`src/adc_trim_pkg.sv`:
```
/*
 adc_trim_pkg: register map, reset values, field positions and modes of the
 output trim and synthesizer register bank.
 assumes: used as adc_trim_pkg::name, never imported.
*/
package adc_trim_pkg;

	// register indices as printed; byte address is four times the index
	localparam logic [7:0]  IDX_OFFSET_LOW   = 8'h66;
	localparam logic [7:0]  IDX_OFFSET_HIGH  = 8'h67;
	localparam logic [7:0]  IDX_WCK_LSB_CTRL = 8'h68;
	localparam logic [7:0]  IDX_SYNTH_CAL    = 8'h6B;
	localparam logic [7:0]  IDX_SYNTH_PHASE  = 8'h6D;
	localparam logic [7:0]  IDX_PATTERN_LOW  = 8'h74;
	localparam logic [7:0]  IDX_PATTERN_HIGH = 8'h75;
	localparam logic [7:0]  IDX_CAL_STATUS   = 8'hD1;

	// reset values
	localparam logic [7:0]  RST_OFFSET       = 8'h00;
	localparam logic [7:0]  RST_WCK_LSB_CTRL = 8'h24;
	localparam logic [7:0]  RST_SYNTH_CAL    = 8'h08;
	localparam logic [7:0]  RST_SYNTH_PHASE  = 8'h00;
	localparam logic [7:0]  RST_PATTERN      = 8'h00;

	// field positions
	localparam int          BIT_WCK_POL      = 3;
	localparam int          BIT_WCK_EN       = 2;
	localparam int          BIT_LSB_EN       = 1;
	localparam int          BIT_LSB_POL      = 0;
	localparam int          BIT_CAL_TOGGLE   = 2;
	localparam int          BIT_PLL_CLK_EN   = 5;
	localparam int          DLY_LSB          = 1;
	localparam int          DLY_MSB          = 3;
	localparam logic [7:0]  PHASE_MASK       = 8'h3F;

	// calibration timing: 10 MHz clock, 10 us calibration
	localparam int          CLK_HZ           = 10_000_000;
	localparam int          CAL_TIME_US      = 10;
	localparam int          CAL_CYCLES       = (CAL_TIME_US * CLK_HZ) / 1_000_000;
	localparam int          CAL_CNT_W        = 8;

	// delay code 110 and 111 map to 14 and 15; others to the code itself
	localparam logic [2:0]  DLY_CODE_14      = 3'h6;
	localparam logic [2:0]  DLY_CODE_15      = 3'h7;
	localparam logic [3:0]  DLY_CYC_14       = 4'hE;
	localparam logic [3:0]  DLY_CYC_15       = 4'hF;

	// output resolution modes
	typedef enum logic [1:0] {
		RES_12 = 2'h0,
		RES_14 = 2'h1,
		RES_16 = 2'h2,
		RES_18 = 2'h3
	} res_mode_type;

	localparam int          DATA_W           = 18;
	localparam int          FRAC_W           = 3;

	// AHB-Lite codes
	localparam logic [1:0]  HTRANS_NONSEQ    = 2'h2;
	localparam logic [1:0]  HTRANS_SEQ       = 2'h3;
	localparam logic [1:0]  HRESP_OKAY       = 2'h0;

endpackage : adc_trim_pkg

```
`src/adc_output_trim_pll_regs.sv`:
```
/*
 adc_output_trim_pll_regs: AHB-Lite register bank for global offset trim,
 word-clock and extra-LSB pair control, synthesizer calibration, output
 clock delay and first user pattern; applies them to one sample stream.
 assumes: single-word AHB-Lite transfers, one channel sample per cycle.
*/
`timescale 1ns/10ps
`default_nettype none
module adc_output_trim_pll_regs (
	input  wire logic                      sys_clk,
	input  wire logic                      rst_n,
	input  wire logic                      hsel,
	input  wire logic [31:0]               haddr,
	input  wire logic [1:0]                htrans,
	input  wire logic                      hwrite,
	input  wire logic [2:0]                hsize,
	input  wire logic [31:0]               hwdata,
	input  wire logic                      hready,
	output logic      [31:0]               hrdata,
	output logic                           hreadyout,
	output logic      [1:0]                hresp,
	input  wire logic signed [20:0]        sampleIn,
	input  wire adc_trim_pkg::res_mode_type resMode,
	input  wire logic                      decimationOn,
	input  wire logic                      pllSelected,
	input  wire logic                      pllEnabled,
	input  wire logic                      lvdsMode,
	input  wire logic                      wordClock,
	input  wire logic                      overRange,
	output logic      [17:0]               dataOut,
	output logic      [1:0]                extraLsbOut,
	output logic      [1:0]                wckOvrOut,
	output logic                           wckOvrOutEn,
	output logic      [15:0]               patternOut,
	output logic                           pllClkToCore,
	output logic      [3:0]                outclkVcoDelay,
	output logic                           calStart
);

	localparam int W = adc_trim_pkg::DATA_W + adc_trim_pkg::FRAC_W;

	logic [7:0]  offsetLow_ff;
	logic [7:0]  offsetHigh_ff;
	logic [7:0]  wckLsbCtrl_ff;
	logic [7:0]  synthCal_ff;
	logic [7:0]  synthPhase_ff;
	logic [7:0]  patternLow_ff;
	logic [7:0]  patternHigh_ff;
	logic        wrPending_ff;
	logic [7:0]  wrIndex_ff;
	logic [7:0]  nxt_rdata;
	logic [31:0] rdata_ff;
	logic        calStart_ff;
	logic        calBusy;
	logic        calDone;
	logic [17:0] dataOut_ff;
	logic [1:0]  extraLsb_ff;
	logic [1:0]  wckOvr_ff;
	logic [15:0] pattern_ff;
	logic [3:0]  delay_ff;
	logic        pllClk_ff;
	logic signed [W-1:0] trimmed;
	logic        addrPhase;
	logic        extraLsbOn;
	logic        pllActive;
	logic [7:0]  calStatus;
	logic [15:0] offsetWord;
	logic [15:0] patternRaw;

	// register index from a word byte address
	function automatic logic [7:0] reg_index(input logic [31:0] addr);
		reg_index = addr[9:2];
	endfunction

	// printed delay codes: 110 and 111 jump to 14 and 15
	function automatic logic [3:0] vco_cycles(input logic [2:0] code);
		if (code == adc_trim_pkg::DLY_CODE_15) begin
			vco_cycles = adc_trim_pkg::DLY_CYC_15;
		end else if (code == adc_trim_pkg::DLY_CODE_14) begin
			vco_cycles = adc_trim_pkg::DLY_CYC_14;
		end else begin
			vco_cycles = {1'b0, code};
		end
	endfunction

	// low bits a mode leaves unused in the 16-bit pattern
	function automatic logic [15:0] pattern_mask(input adc_trim_pkg::res_mode_type m);
		unique case (m)
			adc_trim_pkg::RES_12: pattern_mask = 16'hFFF0;
			adc_trim_pkg::RES_14: pattern_mask = 16'hFFFC;
			adc_trim_pkg::RES_16: pattern_mask = 16'hFFFF;
			adc_trim_pkg::RES_18: pattern_mask = 16'hFFFF;
		endcase
	endfunction : pattern_mask

	// write strobe of one register, in the data phase of its transfer
	function automatic logic wr_hit(input logic [7:0] target);
		wr_hit = wrPending_ff && wrIndex_ff == target;
	endfunction : wr_hit

	// IDLE and BUSY carry no transfer
	function automatic logic is_transfer(input logic [1:0] trans);
		is_transfer = trans == adc_trim_pkg::HTRANS_NONSEQ ||
			trans == adc_trim_pkg::HTRANS_SEQ;
	endfunction : is_transfer

	// a set polarity bit inverts both wires of a pair
	function automatic logic [1:0] invert_pair(input logic [1:0] pair, input logic pol);
		invert_pair = pair ^ {2{pol}};
	endfunction : invert_pair

	assign addrPhase = hsel && hready && is_transfer(htrans);

	// zero-wait slave: data phase always completes in one cycle
	assign hreadyout = 1'b1;
	assign hresp     = adc_trim_pkg::HRESP_OKAY;

	always_ff @(posedge sys_clk) begin
		if (!rst_n) begin
			wrPending_ff <= 1'b0;
		end else begin
			wrPending_ff <= addrPhase && hwrite;
		end
	end

	// index is read only under the pending flag; reset keeps it known anyway
	always_ff @(posedge sys_clk) begin
		if (!rst_n) begin
			wrIndex_ff <= '0;
		end else begin
			wrIndex_ff <= reg_index(haddr);
		end
	end

	// busy in bit 1, done in bit 0; done stays set until the next start
	assign calStatus = {6'h00, calBusy, calDone};

	always_comb begin
		unique case (reg_index(haddr))
			adc_trim_pkg::IDX_OFFSET_LOW:   nxt_rdata = offsetLow_ff;
			adc_trim_pkg::IDX_OFFSET_HIGH:  nxt_rdata = offsetHigh_ff;
			adc_trim_pkg::IDX_WCK_LSB_CTRL: nxt_rdata = wckLsbCtrl_ff;
			adc_trim_pkg::IDX_SYNTH_CAL:    nxt_rdata = synthCal_ff;
			adc_trim_pkg::IDX_SYNTH_PHASE:  nxt_rdata = synthPhase_ff;
			adc_trim_pkg::IDX_PATTERN_LOW:  nxt_rdata = patternLow_ff;
			adc_trim_pkg::IDX_PATTERN_HIGH: nxt_rdata = patternHigh_ff;
			adc_trim_pkg::IDX_CAL_STATUS:   nxt_rdata = calStatus;
			default:                        nxt_rdata = 8'h00;
		endcase
	end

	// unmapped reads return zero, unmapped writes are dropped
	// captured in the address phase, so hrdata stands through the data phase
	always_ff @(posedge sys_clk) begin
		if (!rst_n) begin
			rdata_ff <= '0;
		end else if (addrPhase && !hwrite) begin
			rdata_ff <= {24'h000000, nxt_rdata};
		end
	end
	assign hrdata = rdata_ff;

	always_ff @(posedge sys_clk) begin
		if (!rst_n) begin
			offsetLow_ff <= adc_trim_pkg::RST_OFFSET;
		end else if (wr_hit(adc_trim_pkg::IDX_OFFSET_LOW)) begin
			offsetLow_ff <= hwdata[7:0];
		end
	end

	// bytes load apart: a mixed offset shows between the two writes
	always_ff @(posedge sys_clk) begin
		if (!rst_n) begin
			offsetHigh_ff <= adc_trim_pkg::RST_OFFSET;
		end else if (wr_hit(adc_trim_pkg::IDX_OFFSET_HIGH)) begin
			offsetHigh_ff <= hwdata[7:0];
		end
	end
	assign offsetWord = {offsetHigh_ff, offsetLow_ff};

	always_ff @(posedge sys_clk) begin
		if (!rst_n) begin
			wckLsbCtrl_ff <= adc_trim_pkg::RST_WCK_LSB_CTRL;
		end else if (wr_hit(adc_trim_pkg::IDX_WCK_LSB_CTRL)) begin
			wckLsbCtrl_ff <= hwdata[7:0];
		end
	end

	always_ff @(posedge sys_clk) begin
		if (!rst_n) begin
			synthCal_ff <= adc_trim_pkg::RST_SYNTH_CAL;
		end else if (wr_hit(adc_trim_pkg::IDX_SYNTH_CAL)) begin
			synthCal_ff <= hwdata[7:0];
		end
	end

	// start only on a real transition of the toggle bit
	always_ff @(posedge sys_clk) begin
		if (!rst_n) begin
			calStart_ff <= 1'b0;
		end else if (wr_hit(adc_trim_pkg::IDX_SYNTH_CAL)) begin
			calStart_ff <= hwdata[adc_trim_pkg::BIT_CAL_TOGGLE] !=
				synthCal_ff[adc_trim_pkg::BIT_CAL_TOGGLE];
		end else begin
			calStart_ff <= 1'b0;
		end
	end
	assign calStart = calStart_ff;

	always_ff @(posedge sys_clk) begin
		if (!rst_n) begin
			synthPhase_ff <= adc_trim_pkg::RST_SYNTH_PHASE;
		end else if (wr_hit(adc_trim_pkg::IDX_SYNTH_PHASE)) begin
			synthPhase_ff <= hwdata[7:0] & adc_trim_pkg::PHASE_MASK;
		end
	end

	// low bits are stored as written; masking happens on use
	always_ff @(posedge sys_clk) begin
		if (!rst_n) begin
			patternLow_ff <= adc_trim_pkg::RST_PATTERN;
		end else if (wr_hit(adc_trim_pkg::IDX_PATTERN_LOW)) begin
			patternLow_ff <= hwdata[7:0];
		end
	end

	always_ff @(posedge sys_clk) begin
		if (!rst_n) begin
			patternHigh_ff <= adc_trim_pkg::RST_PATTERN;
		end else if (wr_hit(adc_trim_pkg::IDX_PATTERN_HIGH)) begin
			patternHigh_ff <= hwdata[7:0];
		end
	end
	assign patternRaw = {patternHigh_ff, patternLow_ff};

	synth_cal_timer calTimer (
		.sys_clk (sys_clk),
		.rst_n   (rst_n),
		.start   (calStart_ff),
		.busy    (calBusy),
		.done    (calDone)
	);

	offset_trim_path trimPath (
		.sys_clk    (sys_clk),
		.rst_n      (rst_n),
		.sample_in  (sampleIn),
		.offset     (offsetWord),
		.mode       (resMode),
		.sample_out (trimmed)
	);

	assign extraLsbOn = wckLsbCtrl_ff[adc_trim_pkg::BIT_LSB_EN] && decimationOn;

	// extra pair only exists with decimation; otherwise the word stays at 16 bits
	always_ff @(posedge sys_clk) begin
		if (!rst_n) begin
			dataOut_ff <= '0;
		end else if (extraLsbOn) begin
			dataOut_ff <= trimmed[W-1:adc_trim_pkg::FRAC_W];
		end else begin
			dataOut_ff <= {trimmed[W-1:adc_trim_pkg::FRAC_W+2], 2'b00};
		end
	end

	// polarity only matters on the differential pins
	always_ff @(posedge sys_clk) begin
		if (!rst_n) begin
			extraLsb_ff <= '0;
		end else if (extraLsbOn) begin
			extraLsb_ff <= invert_pair(trimmed[adc_trim_pkg::FRAC_W+1:adc_trim_pkg::FRAC_W],
				lvdsMode && wckLsbCtrl_ff[adc_trim_pkg::BIT_LSB_POL]);
		end else begin
			extraLsb_ff <= '0;
		end
	end

	// a disabled pair is held low rather than left at its last value
	always_ff @(posedge sys_clk) begin
		if (!rst_n) begin
			wckOvr_ff <= '0;
		end else if (wckLsbCtrl_ff[adc_trim_pkg::BIT_WCK_EN]) begin
			wckOvr_ff <= invert_pair({wordClock, overRange},
				wckLsbCtrl_ff[adc_trim_pkg::BIT_WCK_POL]);
		end else begin
			wckOvr_ff <= '0;
		end
	end

	always_ff @(posedge sys_clk) begin
		if (!rst_n) begin
			pattern_ff <= '0;
		end else begin
			pattern_ff <= patternRaw & pattern_mask(resMode);
		end
	end

	assign pllActive = pllSelected && pllEnabled;

	always_ff @(posedge sys_clk) begin
		if (!rst_n) begin
			pllClk_ff <= 1'b0;
		end else begin
			pllClk_ff <= pllActive && synthPhase_ff[adc_trim_pkg::BIT_PLL_CLK_EN];
		end
	end

	// decimation retimes the output clock, so the delay is dropped there
	always_ff @(posedge sys_clk) begin
		if (!rst_n) begin
			delay_ff <= '0;
		end else if (pllActive && !decimationOn) begin
			delay_ff <= vco_cycles(
				synthPhase_ff[adc_trim_pkg::DLY_MSB:adc_trim_pkg::DLY_LSB]);
		end else begin
			delay_ff <= '0;
		end
	end

	assign dataOut        = dataOut_ff;
	assign extraLsbOut    = extraLsb_ff;
	assign wckOvrOut      = wckOvr_ff;
	assign wckOvrOutEn    = wckLsbCtrl_ff[adc_trim_pkg::BIT_WCK_EN];
	assign patternOut     = pattern_ff;
	assign pllClkToCore   = pllClk_ff;
	assign outclkVcoDelay = delay_ff;

endmodule : adc_output_trim_pll_regs
`default_nettype wire

```
`src/synth_cal_timer.sv`:
```
/*
 synth_cal_timer: runs one synthesizer calibration per start pulse and
 reports busy and done.
 assumes: start is a one-cycle pulse on sys_clk.
*/
`timescale 1ns/10ps
`default_nettype none
module synth_cal_timer (
	input  wire logic        sys_clk,
	input  wire logic        rst_n,
	input  wire logic        start,
	output logic             busy,
	output logic             done
);

	typedef enum logic [1:0] {
		CAL_IDLE = 2'b01,
		CAL_RUN  = 2'b10
	} cal_state_type;

	cal_state_type                         state_ff;
	logic [adc_trim_pkg::CAL_CNT_W-1:0]    count_ff;
	logic                                  done_ff;

	localparam logic [adc_trim_pkg::CAL_CNT_W-1:0] LAST =
		adc_trim_pkg::CAL_CNT_W'(adc_trim_pkg::CAL_CYCLES - 1);

	// a start during a run restarts the count
	always_ff @(posedge sys_clk) begin
		if (!rst_n) begin
			state_ff <= CAL_IDLE;
			count_ff <= '0;
		end else if (start) begin
			state_ff <= CAL_RUN;
			count_ff <= '0;
		end else begin
			unique case (state_ff)
				CAL_IDLE: begin
					count_ff <= '0;
				end
				CAL_RUN: begin
					if (count_ff == LAST) begin
						state_ff <= CAL_IDLE;
					end
					count_ff <= count_ff + 1'b1;
				end
				default: begin
					state_ff <= CAL_IDLE;
				end
			endcase
		end
	end

	always_ff @(posedge sys_clk) begin
		if (!rst_n) begin
			done_ff <= 1'b0;
		end else if (start) begin
			done_ff <= 1'b0;
		end else if (state_ff == CAL_RUN && count_ff == LAST) begin
			done_ff <= 1'b1;
		end
	end

	assign busy = (state_ff == CAL_RUN);
	assign done = done_ff;

endmodule : synth_cal_timer
`default_nettype wire

```
`src/offset_trim_path.sv`:
```
/*
 offset_trim_path: adds the global offset, scaled to the output mode, to one
 channel sample and saturates.
 assumes: sample_in is signed, left aligned to 18 bits, with 3 extra fraction bits.
*/
`timescale 1ns/10ps
`default_nettype none
module offset_trim_path (
	input  wire logic                                        sys_clk,
	input  wire logic                                        rst_n,
	input  wire logic signed [adc_trim_pkg::DATA_W+adc_trim_pkg::FRAC_W-1:0] sample_in,
	input  wire logic        [15:0]                          offset,
	input  wire adc_trim_pkg::res_mode_type                  mode,
	output logic signed      [adc_trim_pkg::DATA_W+adc_trim_pkg::FRAC_W-1:0] sample_out
);

	localparam int W  = adc_trim_pkg::DATA_W + adc_trim_pkg::FRAC_W;
	// an 18-bit LSb sits FRAC_W bits up; each coarser mode doubles the step
	localparam int SH = adc_trim_pkg::FRAC_W;

	logic signed [W+1:0] scaled;
	logic signed [W+1:0] sum;
	logic signed [W-1:0] out_ff;

	// step: 1/8 LSb at 12 bit up to 1 LSb at 18 bit; two guard bits for the sum
	always_comb begin
		unique case (mode)
			adc_trim_pkg::RES_12: scaled = (W+2)'($signed(offset)) <<< (SH + 3);
			adc_trim_pkg::RES_14: scaled = (W+2)'($signed(offset)) <<< (SH + 2);
			adc_trim_pkg::RES_16: scaled = (W+2)'($signed(offset)) <<< (SH + 1);
			adc_trim_pkg::RES_18: scaled = (W+2)'($signed(offset)) <<< SH;
		endcase
		sum = (W+2)'(sample_in) + scaled;
	end

	// saturate, so a large trim cannot wrap full scale
	always_ff @(posedge sys_clk) begin
		if (!rst_n) begin
			out_ff <= '0;
		end else if (sum[W+1:W-1] != {3{sum[W+1]}}) begin
			out_ff <= sum[W+1] ? {1'b1, {(W-1){1'b0}}} : {1'b0, {(W-1){1'b1}}};
		end else begin
			out_ff <= sum[W-1:0];
		end
	end

	assign sample_out = out_ff;

endmodule : offset_trim_path
`default_nettype wire

```
`config.mk`:
```
export PLATFORM = sky130hd
export DESIGN_NAME = adc_output_trim_pll_regs
export DESIGN_NICKNAME = d
export VERILOG_FILES = /design/src/adc_trim_pkg.sv /design/src/adc_output_trim_pll_regs.sv /design/src/synth_cal_timer.sv /design/src/offset_trim_path.sv
export SDC_FILE = /design/constraint.sdc
export NUM_CORES = 1
export LEC_CHECK = 0
export BUFFER_PORTS_ARGS = -buffer_cell sky130_fd_sc_hd__buf_2
export CAP_MARGIN = 40
export CORE_MARGIN = 1.5
export CORE_UTILIZATION = 55
export CTS_CLUSTER_DIAMETER = 80
export DETAILED_ROUTE_END_ITERATION = 10
export PLACE_DENSITY = 0.9
export SYNTH_ARGS = -nofsm -noshare
export SYNTH_HDL_FRONTEND = slang
export SYNTH_SLANG_ARGS = --single-unit
export TNS_END_PERCENT = 10
```
`constraint.sdc`:
```
create_clock -name sys_clk -period 10.42 [get_ports sys_clk]
set_input_delay 2.084 -clock sys_clk [delete_from_list [all_inputs] [get_ports sys_clk]]
set_output_delay 2.084 -clock sys_clk [all_outputs]
set_load 0.005 [all_outputs]
```
# Word level (Yosys, flattened, before mapping)
# Cells that the tools add are included.
dict set report word_totals {
  regBits 147
  word_cells 98
}
dict set report op_classes {
  muxes 12
  n_addsub 2
  reduce_logical 29
  eq_ne 29
  n_bitwise 4
}
# op n
set ops {}
lappend ops {{8-bit by 7-bit equality test with 1-bit output, second input constant} 15}
lappend ops {{23-bit case mux with 4 select lines} 1}
lappend ops {{8-bit case mux with 8 select lines} 1}
lappend ops {{16-bit case mux with 3 select lines} 1}
lappend ops {{21-bit 2-to-1 mux} 2}
lappend ops {{21-bit by 23-bit adder with 23-bit output} 1}
lappend ops {{1-bit logical AND} 17}
lappend ops {{16-bit bitwise AND} 1}
lappend ops {{16-bit 2-to-1 mux} 1}
lappend ops {{8-bit case mux with 2 select lines} 1}
lappend ops {{2-bit equality test, second input constant} 5}
lappend ops {{2-bit AND reduction} 5}
lappend ops {{8-bit by 1-bit adder with 8-bit output, second input constant} 1}
lappend ops {{8-bit equality test, second input constant} 1}
lappend ops {{4-bit 2-to-1 mux} 2}
lappend ops {{3-bit equality test, second input constant} 2}
lappend ops {{2-bit by 1-bit equality test with 1-bit output, second input constant} 2}
lappend ops {{2-bit 2-to-1 mux} 2}
lappend ops {{2-bit case mux with 2 select lines} 1}
lappend ops {{2-bit OR reduction} 2}
lappend ops {{2-bit XOR} 2}
lappend ops {{3-bit by 2-bit inequality test with 1-bit output, second input constant} 1}
lappend ops {{1-bit zero test} 2}
lappend ops {{2-bit zero test} 1}
lappend ops {{6 further kinds} 6}

# Logic depth before layout (Yosys ltp)
dict set report logic_depth {
  depth_word 5
  ltp_mapped 15
}

# Modules after synthesis
# A second synthesis with hierarchy kept.
dict set report unflattened {
  cells_unflattened 763
  area_unflattened_um2 7193.1
}
# module seq_area_each_um2 area_each_um2 cells_each n_inst
set by_module_without_submodules {}
lappend by_module_without_submodules {adc_output_trim_pll_regs 2302.2 4630.7 473 1}
lappend by_module_without_submodules {offset_trim_path 420.4 2031.9 234 1}
lappend by_module_without_submodules {synth_cal_timer 220.2 530.5 56 1}

# Worst setup path before layout
# No wires, ideal clock.
dict set report synth_path {
  path_kind {input to register}
  from {in resMode[1]}
  to {reg trimPath.out_ff[16] (netlist: trimPath.sample_out[16])}
  path_stages 14
  t_arrival_ns 5.098
  setup_slack_ns 5.204
  path_buffers 2
  required_time_ns 10.302
  cell_sequence {clkbuf_1 > mux2_2 > nor2_1 > a21oi_1 > ha_1 > a21o_1 > a221o_1 > a21oi_2 > a21boi_1 > o32a_4 > a31o_4 > buf_6 > nand2_1 > a21boi_1}
}
dict set report synth_via {
  elab_chain_cells 5
  elab_cells_between_ends 9
}
# element line
set synth_rtl {}
lappend synth_rtl {{start: declaration} adc_output_trim_pll_regs.sv:23} ;# input wire adc_trim_pkg::res_mode_type resMode,
lappend synth_rtl {{2-bit equality test, or another cell as far along} offset_trim_path.sv:27} ;# unique case (mode)
lappend synth_rtl {{23-bit case mux with 4 select lines *} offset_trim_path.sv:27}
lappend synth_rtl {{21-bit by 23-bit adder with 23-bit output *} offset_trim_path.sv:33} ;# sum = (W+2)'(sample_in) + scaled;
lappend synth_rtl {{2-bit inequality test / 21-bit 2-to-1 mux (equally long branches)} {offset_trim_path.sv:40, offset_trim_path.sv:41}}
lappend synth_rtl {{21-bit 2-to-1 mux *} offset_trim_path.sv:40} ;# end else if (sum[W+1:W-1] != {3{sum[W+1]}}) begin
lappend synth_rtl {{end signal: assignment} offset_trim_path.sv:41} ;# out_ff <= sum[W+1] ? {1'b1, {(W-1){1'b0}}} : {1'b0, {(W-1){1'b1}}};
lappend synth_rtl {{end signal: assignment} offset_trim_path.sv:43} ;# out_ff <= sum[W-1:0];
lappend synth_rtl {{end: declaration} offset_trim_path.sv:23} ;# logic signed [W-1:0] out_ff;
# Every way passes the cells marked *; elsewhere a longest branch is shown, timed or not. The select of a mux whose other input is x is not followed.
# A chain may end at the register's enable or synchronous reset.

# Final worst setup path
dict set report layout_path {
  from {in resMode[1]}
  to {reg trimPath.out_ff[12] (netlist: trimPath.sample_out[12])}
}
# The elaborated chain is that of the path after synthesis.

==> run_summary.xml <==
<?xml version="1.0" encoding="UTF-8"?>
<metrics>
  <group name="placed_design">
    <metric name="gp_congestion" unit="">0.928</metric>
    <metric name="io_buffers" unit="">100</metric>
    <metric name="hpwlAfterDp" unit="µm">11900</metric>
  </group>
  <group name="power_and_ir_drop">
    <metric name="power-per-cell-area" unit="nW/µm²">151</metric>
    <metric name="internal_power" unit="µW">979</metric>
    <metric name="peakVddDrop" unit="mV">0.0908</metric>
    <metric name="cellLeakagePower" unit="nW">3.68</metric>
    <metric name="clockPowerShare" unit="%">48.2</metric>
    <metric name="power.net_switching" unit="µW">279</metric>
    <metric name="swShare" unit="%">22.1</metric>
    <metric name="combPwrFrac" unit="%">6.8</metric>
    <metric name="power_frac_seq" unit="%">45.0</metric>
  </group>
  <group name="clocking">
    <metric name="cts_max_level" unit="">4</metric>
    <metric name="clock_pin_slew_of_the_registers_on_the_worst_case_setup_and_hold_paths" unit="ns">0.05</metric>
    <metric name="cts.root.buffer_cell" unit="">clkbuf_16</metric>
    <metric name="post_cts.repair.setup_buffers" unit="">0</metric>
    <metric name="clkLatencyLatePin" unit="ns">0.42</metric>
    <metric name="cts_hold_buffers_added" unit="">0</metric>
    <metric name="tritoncts" unit="">built</metric>
    <metric name="maximum_count_of_clock_buffers_along_a_single_path" unit="">2</metric>
    <metric name="cts_repair_resize_count" unit="">0</metric>
    <metric name="number_of_sinks_handled_by_clock_tree_synthesis" unit="">144</metric>
    <metric name="cts_inserted_buffers" unit="">17</metric>
  </group>
  <group name="worst_setup_path">
    <metric name="critPathCaptureType" unit="">flip-flop</metric>
    <metric name="critical_path.reg2reg.startpoint" unit="">offsetLow_ff[0]</metric>
    <metric name="timing.rr.end" unit="">trimPath.sample_out[12]</metric>
    <metric name="arrival" unit="ns">5.69</metric>
    <metric name="critPathMaxFanout" unit="">21</metric>
    <metric name="timing.critical_path.from_type" unit="">input pin</metric>
    <metric name="crit_required" unit="ns">10.73</metric>
    <metric name="reg2reg_setup_slack" unit="ns">6.88</metric>
    <metric name="worst-r2r-cell-count" unit="">13</metric>
    <metric name="timing.setup.critical_path_class" unit="">in2reg</metric>
  </group>
  <group name="die">
    <metric name="initial_core_util" unit="%">56.8</metric>
    <metric name="die_w" unit="µm">118</metric>
    <metric name="floorplan.core_area" unit="µm²">12800</metric>
    <metric name="placement_rows" unit="">41</metric>
    <metric name="die-area" unit="µm²">13900</metric>
    <metric name="chipHeight" unit="µm">118</metric>
    <metric name="io-pin-count" unit="">183</metric>
  </group>
  <group name="hold_path">
    <metric name="holdPathStages" unit="">1</metric>
    <metric name="worst_min_path_start" unit="">trimPath.sample_out[13]</metric>
    <metric name="min_to" unit="">dataOut[10]</metric>
    <metric name="hp-class" unit="">reg2reg</metric>
  </group>
  <group name="sta">
    <metric name="finClkSkew" unit="ns">0.00656</metric>
    <metric name="hold_slack" unit="ns">0.432</metric>
    <metric name="finalCriticalPeriod" unit="ns">5.39</metric>
    <metric name="achievable-frequency" unit="GHz">0.186</metric>
    <metric name="finalCritPeriodShare" unit="%">51.7</metric>
    <metric name="report.final.hold_viol_count" unit="">0</metric>
    <metric name="tightest_slew" unit="ns">0.794</metric>
    <metric name="max_slew_margin" unit="%">46.6</metric>
    <metric name="final_setup_viols" unit="">0</metric>
    <metric name="fin_tns_setup" unit="ns">0</metric>
    <metric name="slew_violations" unit="">0</metric>
    <metric name="grt_setup_unrepaired" unit="">false</metric>
  </group>
  <group name="drt">
    <metric name="detailed_route_wl" unit="µm">16800</metric>
    <metric name="postRouteAntennaNets" unit="">0</metric>
    <metric name="viasPerCell" unit="">5.56</metric>
    <metric name="drt_pre_antenna_iters" unit="">5</metric>
    <metric name="drt-wirelength-per-cell" unit="µm">16.0</metric>
    <metric name="detailroute.via_count" unit="">5817</metric>
    <metric name="first_iter_violations" unit="">514</metric>
    <metric name="remaining_design_rule_violation_count" unit="">0</metric>
  </group>
  <group name="logic_synthesis">
    <metric name="post_synth_main_area_contributors" unit="">dfxtp_1 40%, mux2i_1 13%, nor2b_1 5.4%</metric>
    <metric name="yosys_warnings" unit="">0</metric>
    <metric name="synth.yosys.seq_area_share" unit="%">39.7</metric>
    <metric name="synth_enable_flop_cells" unit="">0</metric>
    <metric name="postSynthCellCount" unit="">783</metric>
    <metric name="synth_top_cell_by_area" unit="">dfxtp_1</metric>
    <metric name="synth-main-ff-cell" unit="">dfxtp_1</metric>
    <metric name="async_flop_share" unit="%">0</metric>
    <metric name="syn_avg_cell_area" unit="µm²">9.27</metric>
    <metric name="yosys.cell_types.count" unit="">66</metric>
    <metric name="synthDominantCellAreaShare" unit="%">39.7</metric>
    <metric name="post_synth_instance_area" unit="µm²">7260</metric>
    <metric name="postSynthRegisterBits" unit="">144</metric>
  </group>
  <group name="global_routing">
    <metric name="grt_pass1_wl" unit="µm">26700</metric>
    <metric name="via_count_of_the_first_global_routing_pass" unit="">5336</metric>
    <metric name="grt_util_all_layers" unit="%">24.2</metric>
    <metric name="grt_start_max_net_pins" unit="">110</metric>
    <metric name="antenna_found_initial" unit="">0</metric>
    <metric name="gr-total-overflow" unit="">0</metric>
  </group>
  <group name="status">
    <metric name="status" unit="">finished, final reports clean</metric>
  </group>
  <group name="final_layout">
    <metric name="antenna-diode-count" unit="">0</metric>
    <metric name="flow.area_growth_from_synthesis" unit="%">14.8</metric>
    <metric name="final_nets" unit="">989</metric>
    <metric name="most_frequent_cells_in_the_layout" unit="">144 x dfxtp_1, 100 x buf_2, 93 x mux2i_1</metric>
    <metric name="drive_gt1_share" unit="%">16.9</metric>
    <metric name="mostFrequentLayoutCell" unit="">dfxtp_1</metric>
  </group>
  <group name="run">
    <metric name="maxCapViolCount" unit="">0</metric>
  </group>
</metrics>
cells by family after synthesis:
family | share of synthesized area (%)
compound gates | 11.9
xor+xnor | 3.00
fa+ha+maj | 4.24
buf+inv | 6.02
flops | 39.7
mux | 13.9
other cells | 0.103
simple gates | 21.1
worst max-delay path: stages:
cell,delay (ns)
buf_2,0.40
mux2_2,0.41
nor2_1,0.09
a21oi_1,0.06
ha_1,0.42
a21oi_1,0.11
o211ai_1,0.24
o2111ai_1,0.16
a211o_1,0.35
a31o_1,0.24
and2_0,0.23
o21ai_1,0.55
buf_4,0.27
a21boi_1,0.08
metrics by stage:
stage	setup slack, ns	power [mW]	cell area (µm²)	util [%]	std cells
after floorplan	5.20	0.640	7350	-	808
after global placement	4.61	0.658	7710	60.4	1013
after detailed placement	4.69	0.662	7740	60.6	1015
after CTS	5.08	1.26	8330	65.2	1047
after global routing	4.80	1.30	8330	65.2	1047
final	5.03	1.26	8330	65.2	1047
power groups by stage:
stage | sequential (mW) | combinational [mW] | clock [mW]
after floorplan | 0.577 | 0.0629 | 0
after global placement | 0.577 | 0.0812 | 0
after detailed placement | 0.577 | 0.0843 | 0
after CTS | 0.565 | 0.0849 | 0.612
after global routing | 0.566 | 0.0935 | 0.640
final | 0.565 | 0.0861 | 0.606
synthesized netlist by cell type, types with 6 or more instances:
cell / count
dfxtp_1: 144
nand2_1: 67
xor2_1: 12
a22o_1: 10
o22ai_1: 6
a21boi_1: 11
nor2_1: 29
clkbuf_1: 29
nor2b_1: 63
nor3_1: 6
buf_4: 28
inv_1: 13
buf_2: 10
and2_1: 48
nand3_1: 21
o211ai_1: 7
o21ai_0: 18
ha_1: 23
xnor2_1: 11
a21o_1: 8
and3_1: 12
mux2i_1: 93
nand2b_1: 6
a21boi_0: 7
a21oi_1: 31
layer usage:
metal  track usage (%)  share of wire, %  routed length [µm]
met3              5.04               7.3                1230
met1              32.3                45                7550
met2              38.4                45                7550
met4              9.68               2.7                 451
met5                 0                 0                   0
worst max-delay path by stage:
stage | slack (ns) | endpoint | cells after the start | from
finish | 5.03 | trimPath.sample_out[12] | 14 | resMode[1]
global route | 4.80 | trimPath.sample_out[12] | 14 | resMode[1]
CTS | 5.08 | trimPath.sample_out[12] | 14 | resMode[1]
detailed placement | 4.69 | trimPath.sample_out[12] | 14 | resMode[1]
global placement | 4.61 | trimPath.sample_out[4] | 13 | resMode[1]
floorplan | 5.20 | trimPath.sample_out[16] | 14 | resMode[1]
final cells by class:
class	instances	area, µm²
Timing Repair Buffer	105	558
Sequential cell	144	2880
Inverter	13	48.8
Clock inverter	9	131
Multi-Input combinational cell	581	4040
Clock buffer	23	458
Fill cell	1014	4440
Tap cell	172	215
No activity file was read; power rests on OpenSTA's default activity.
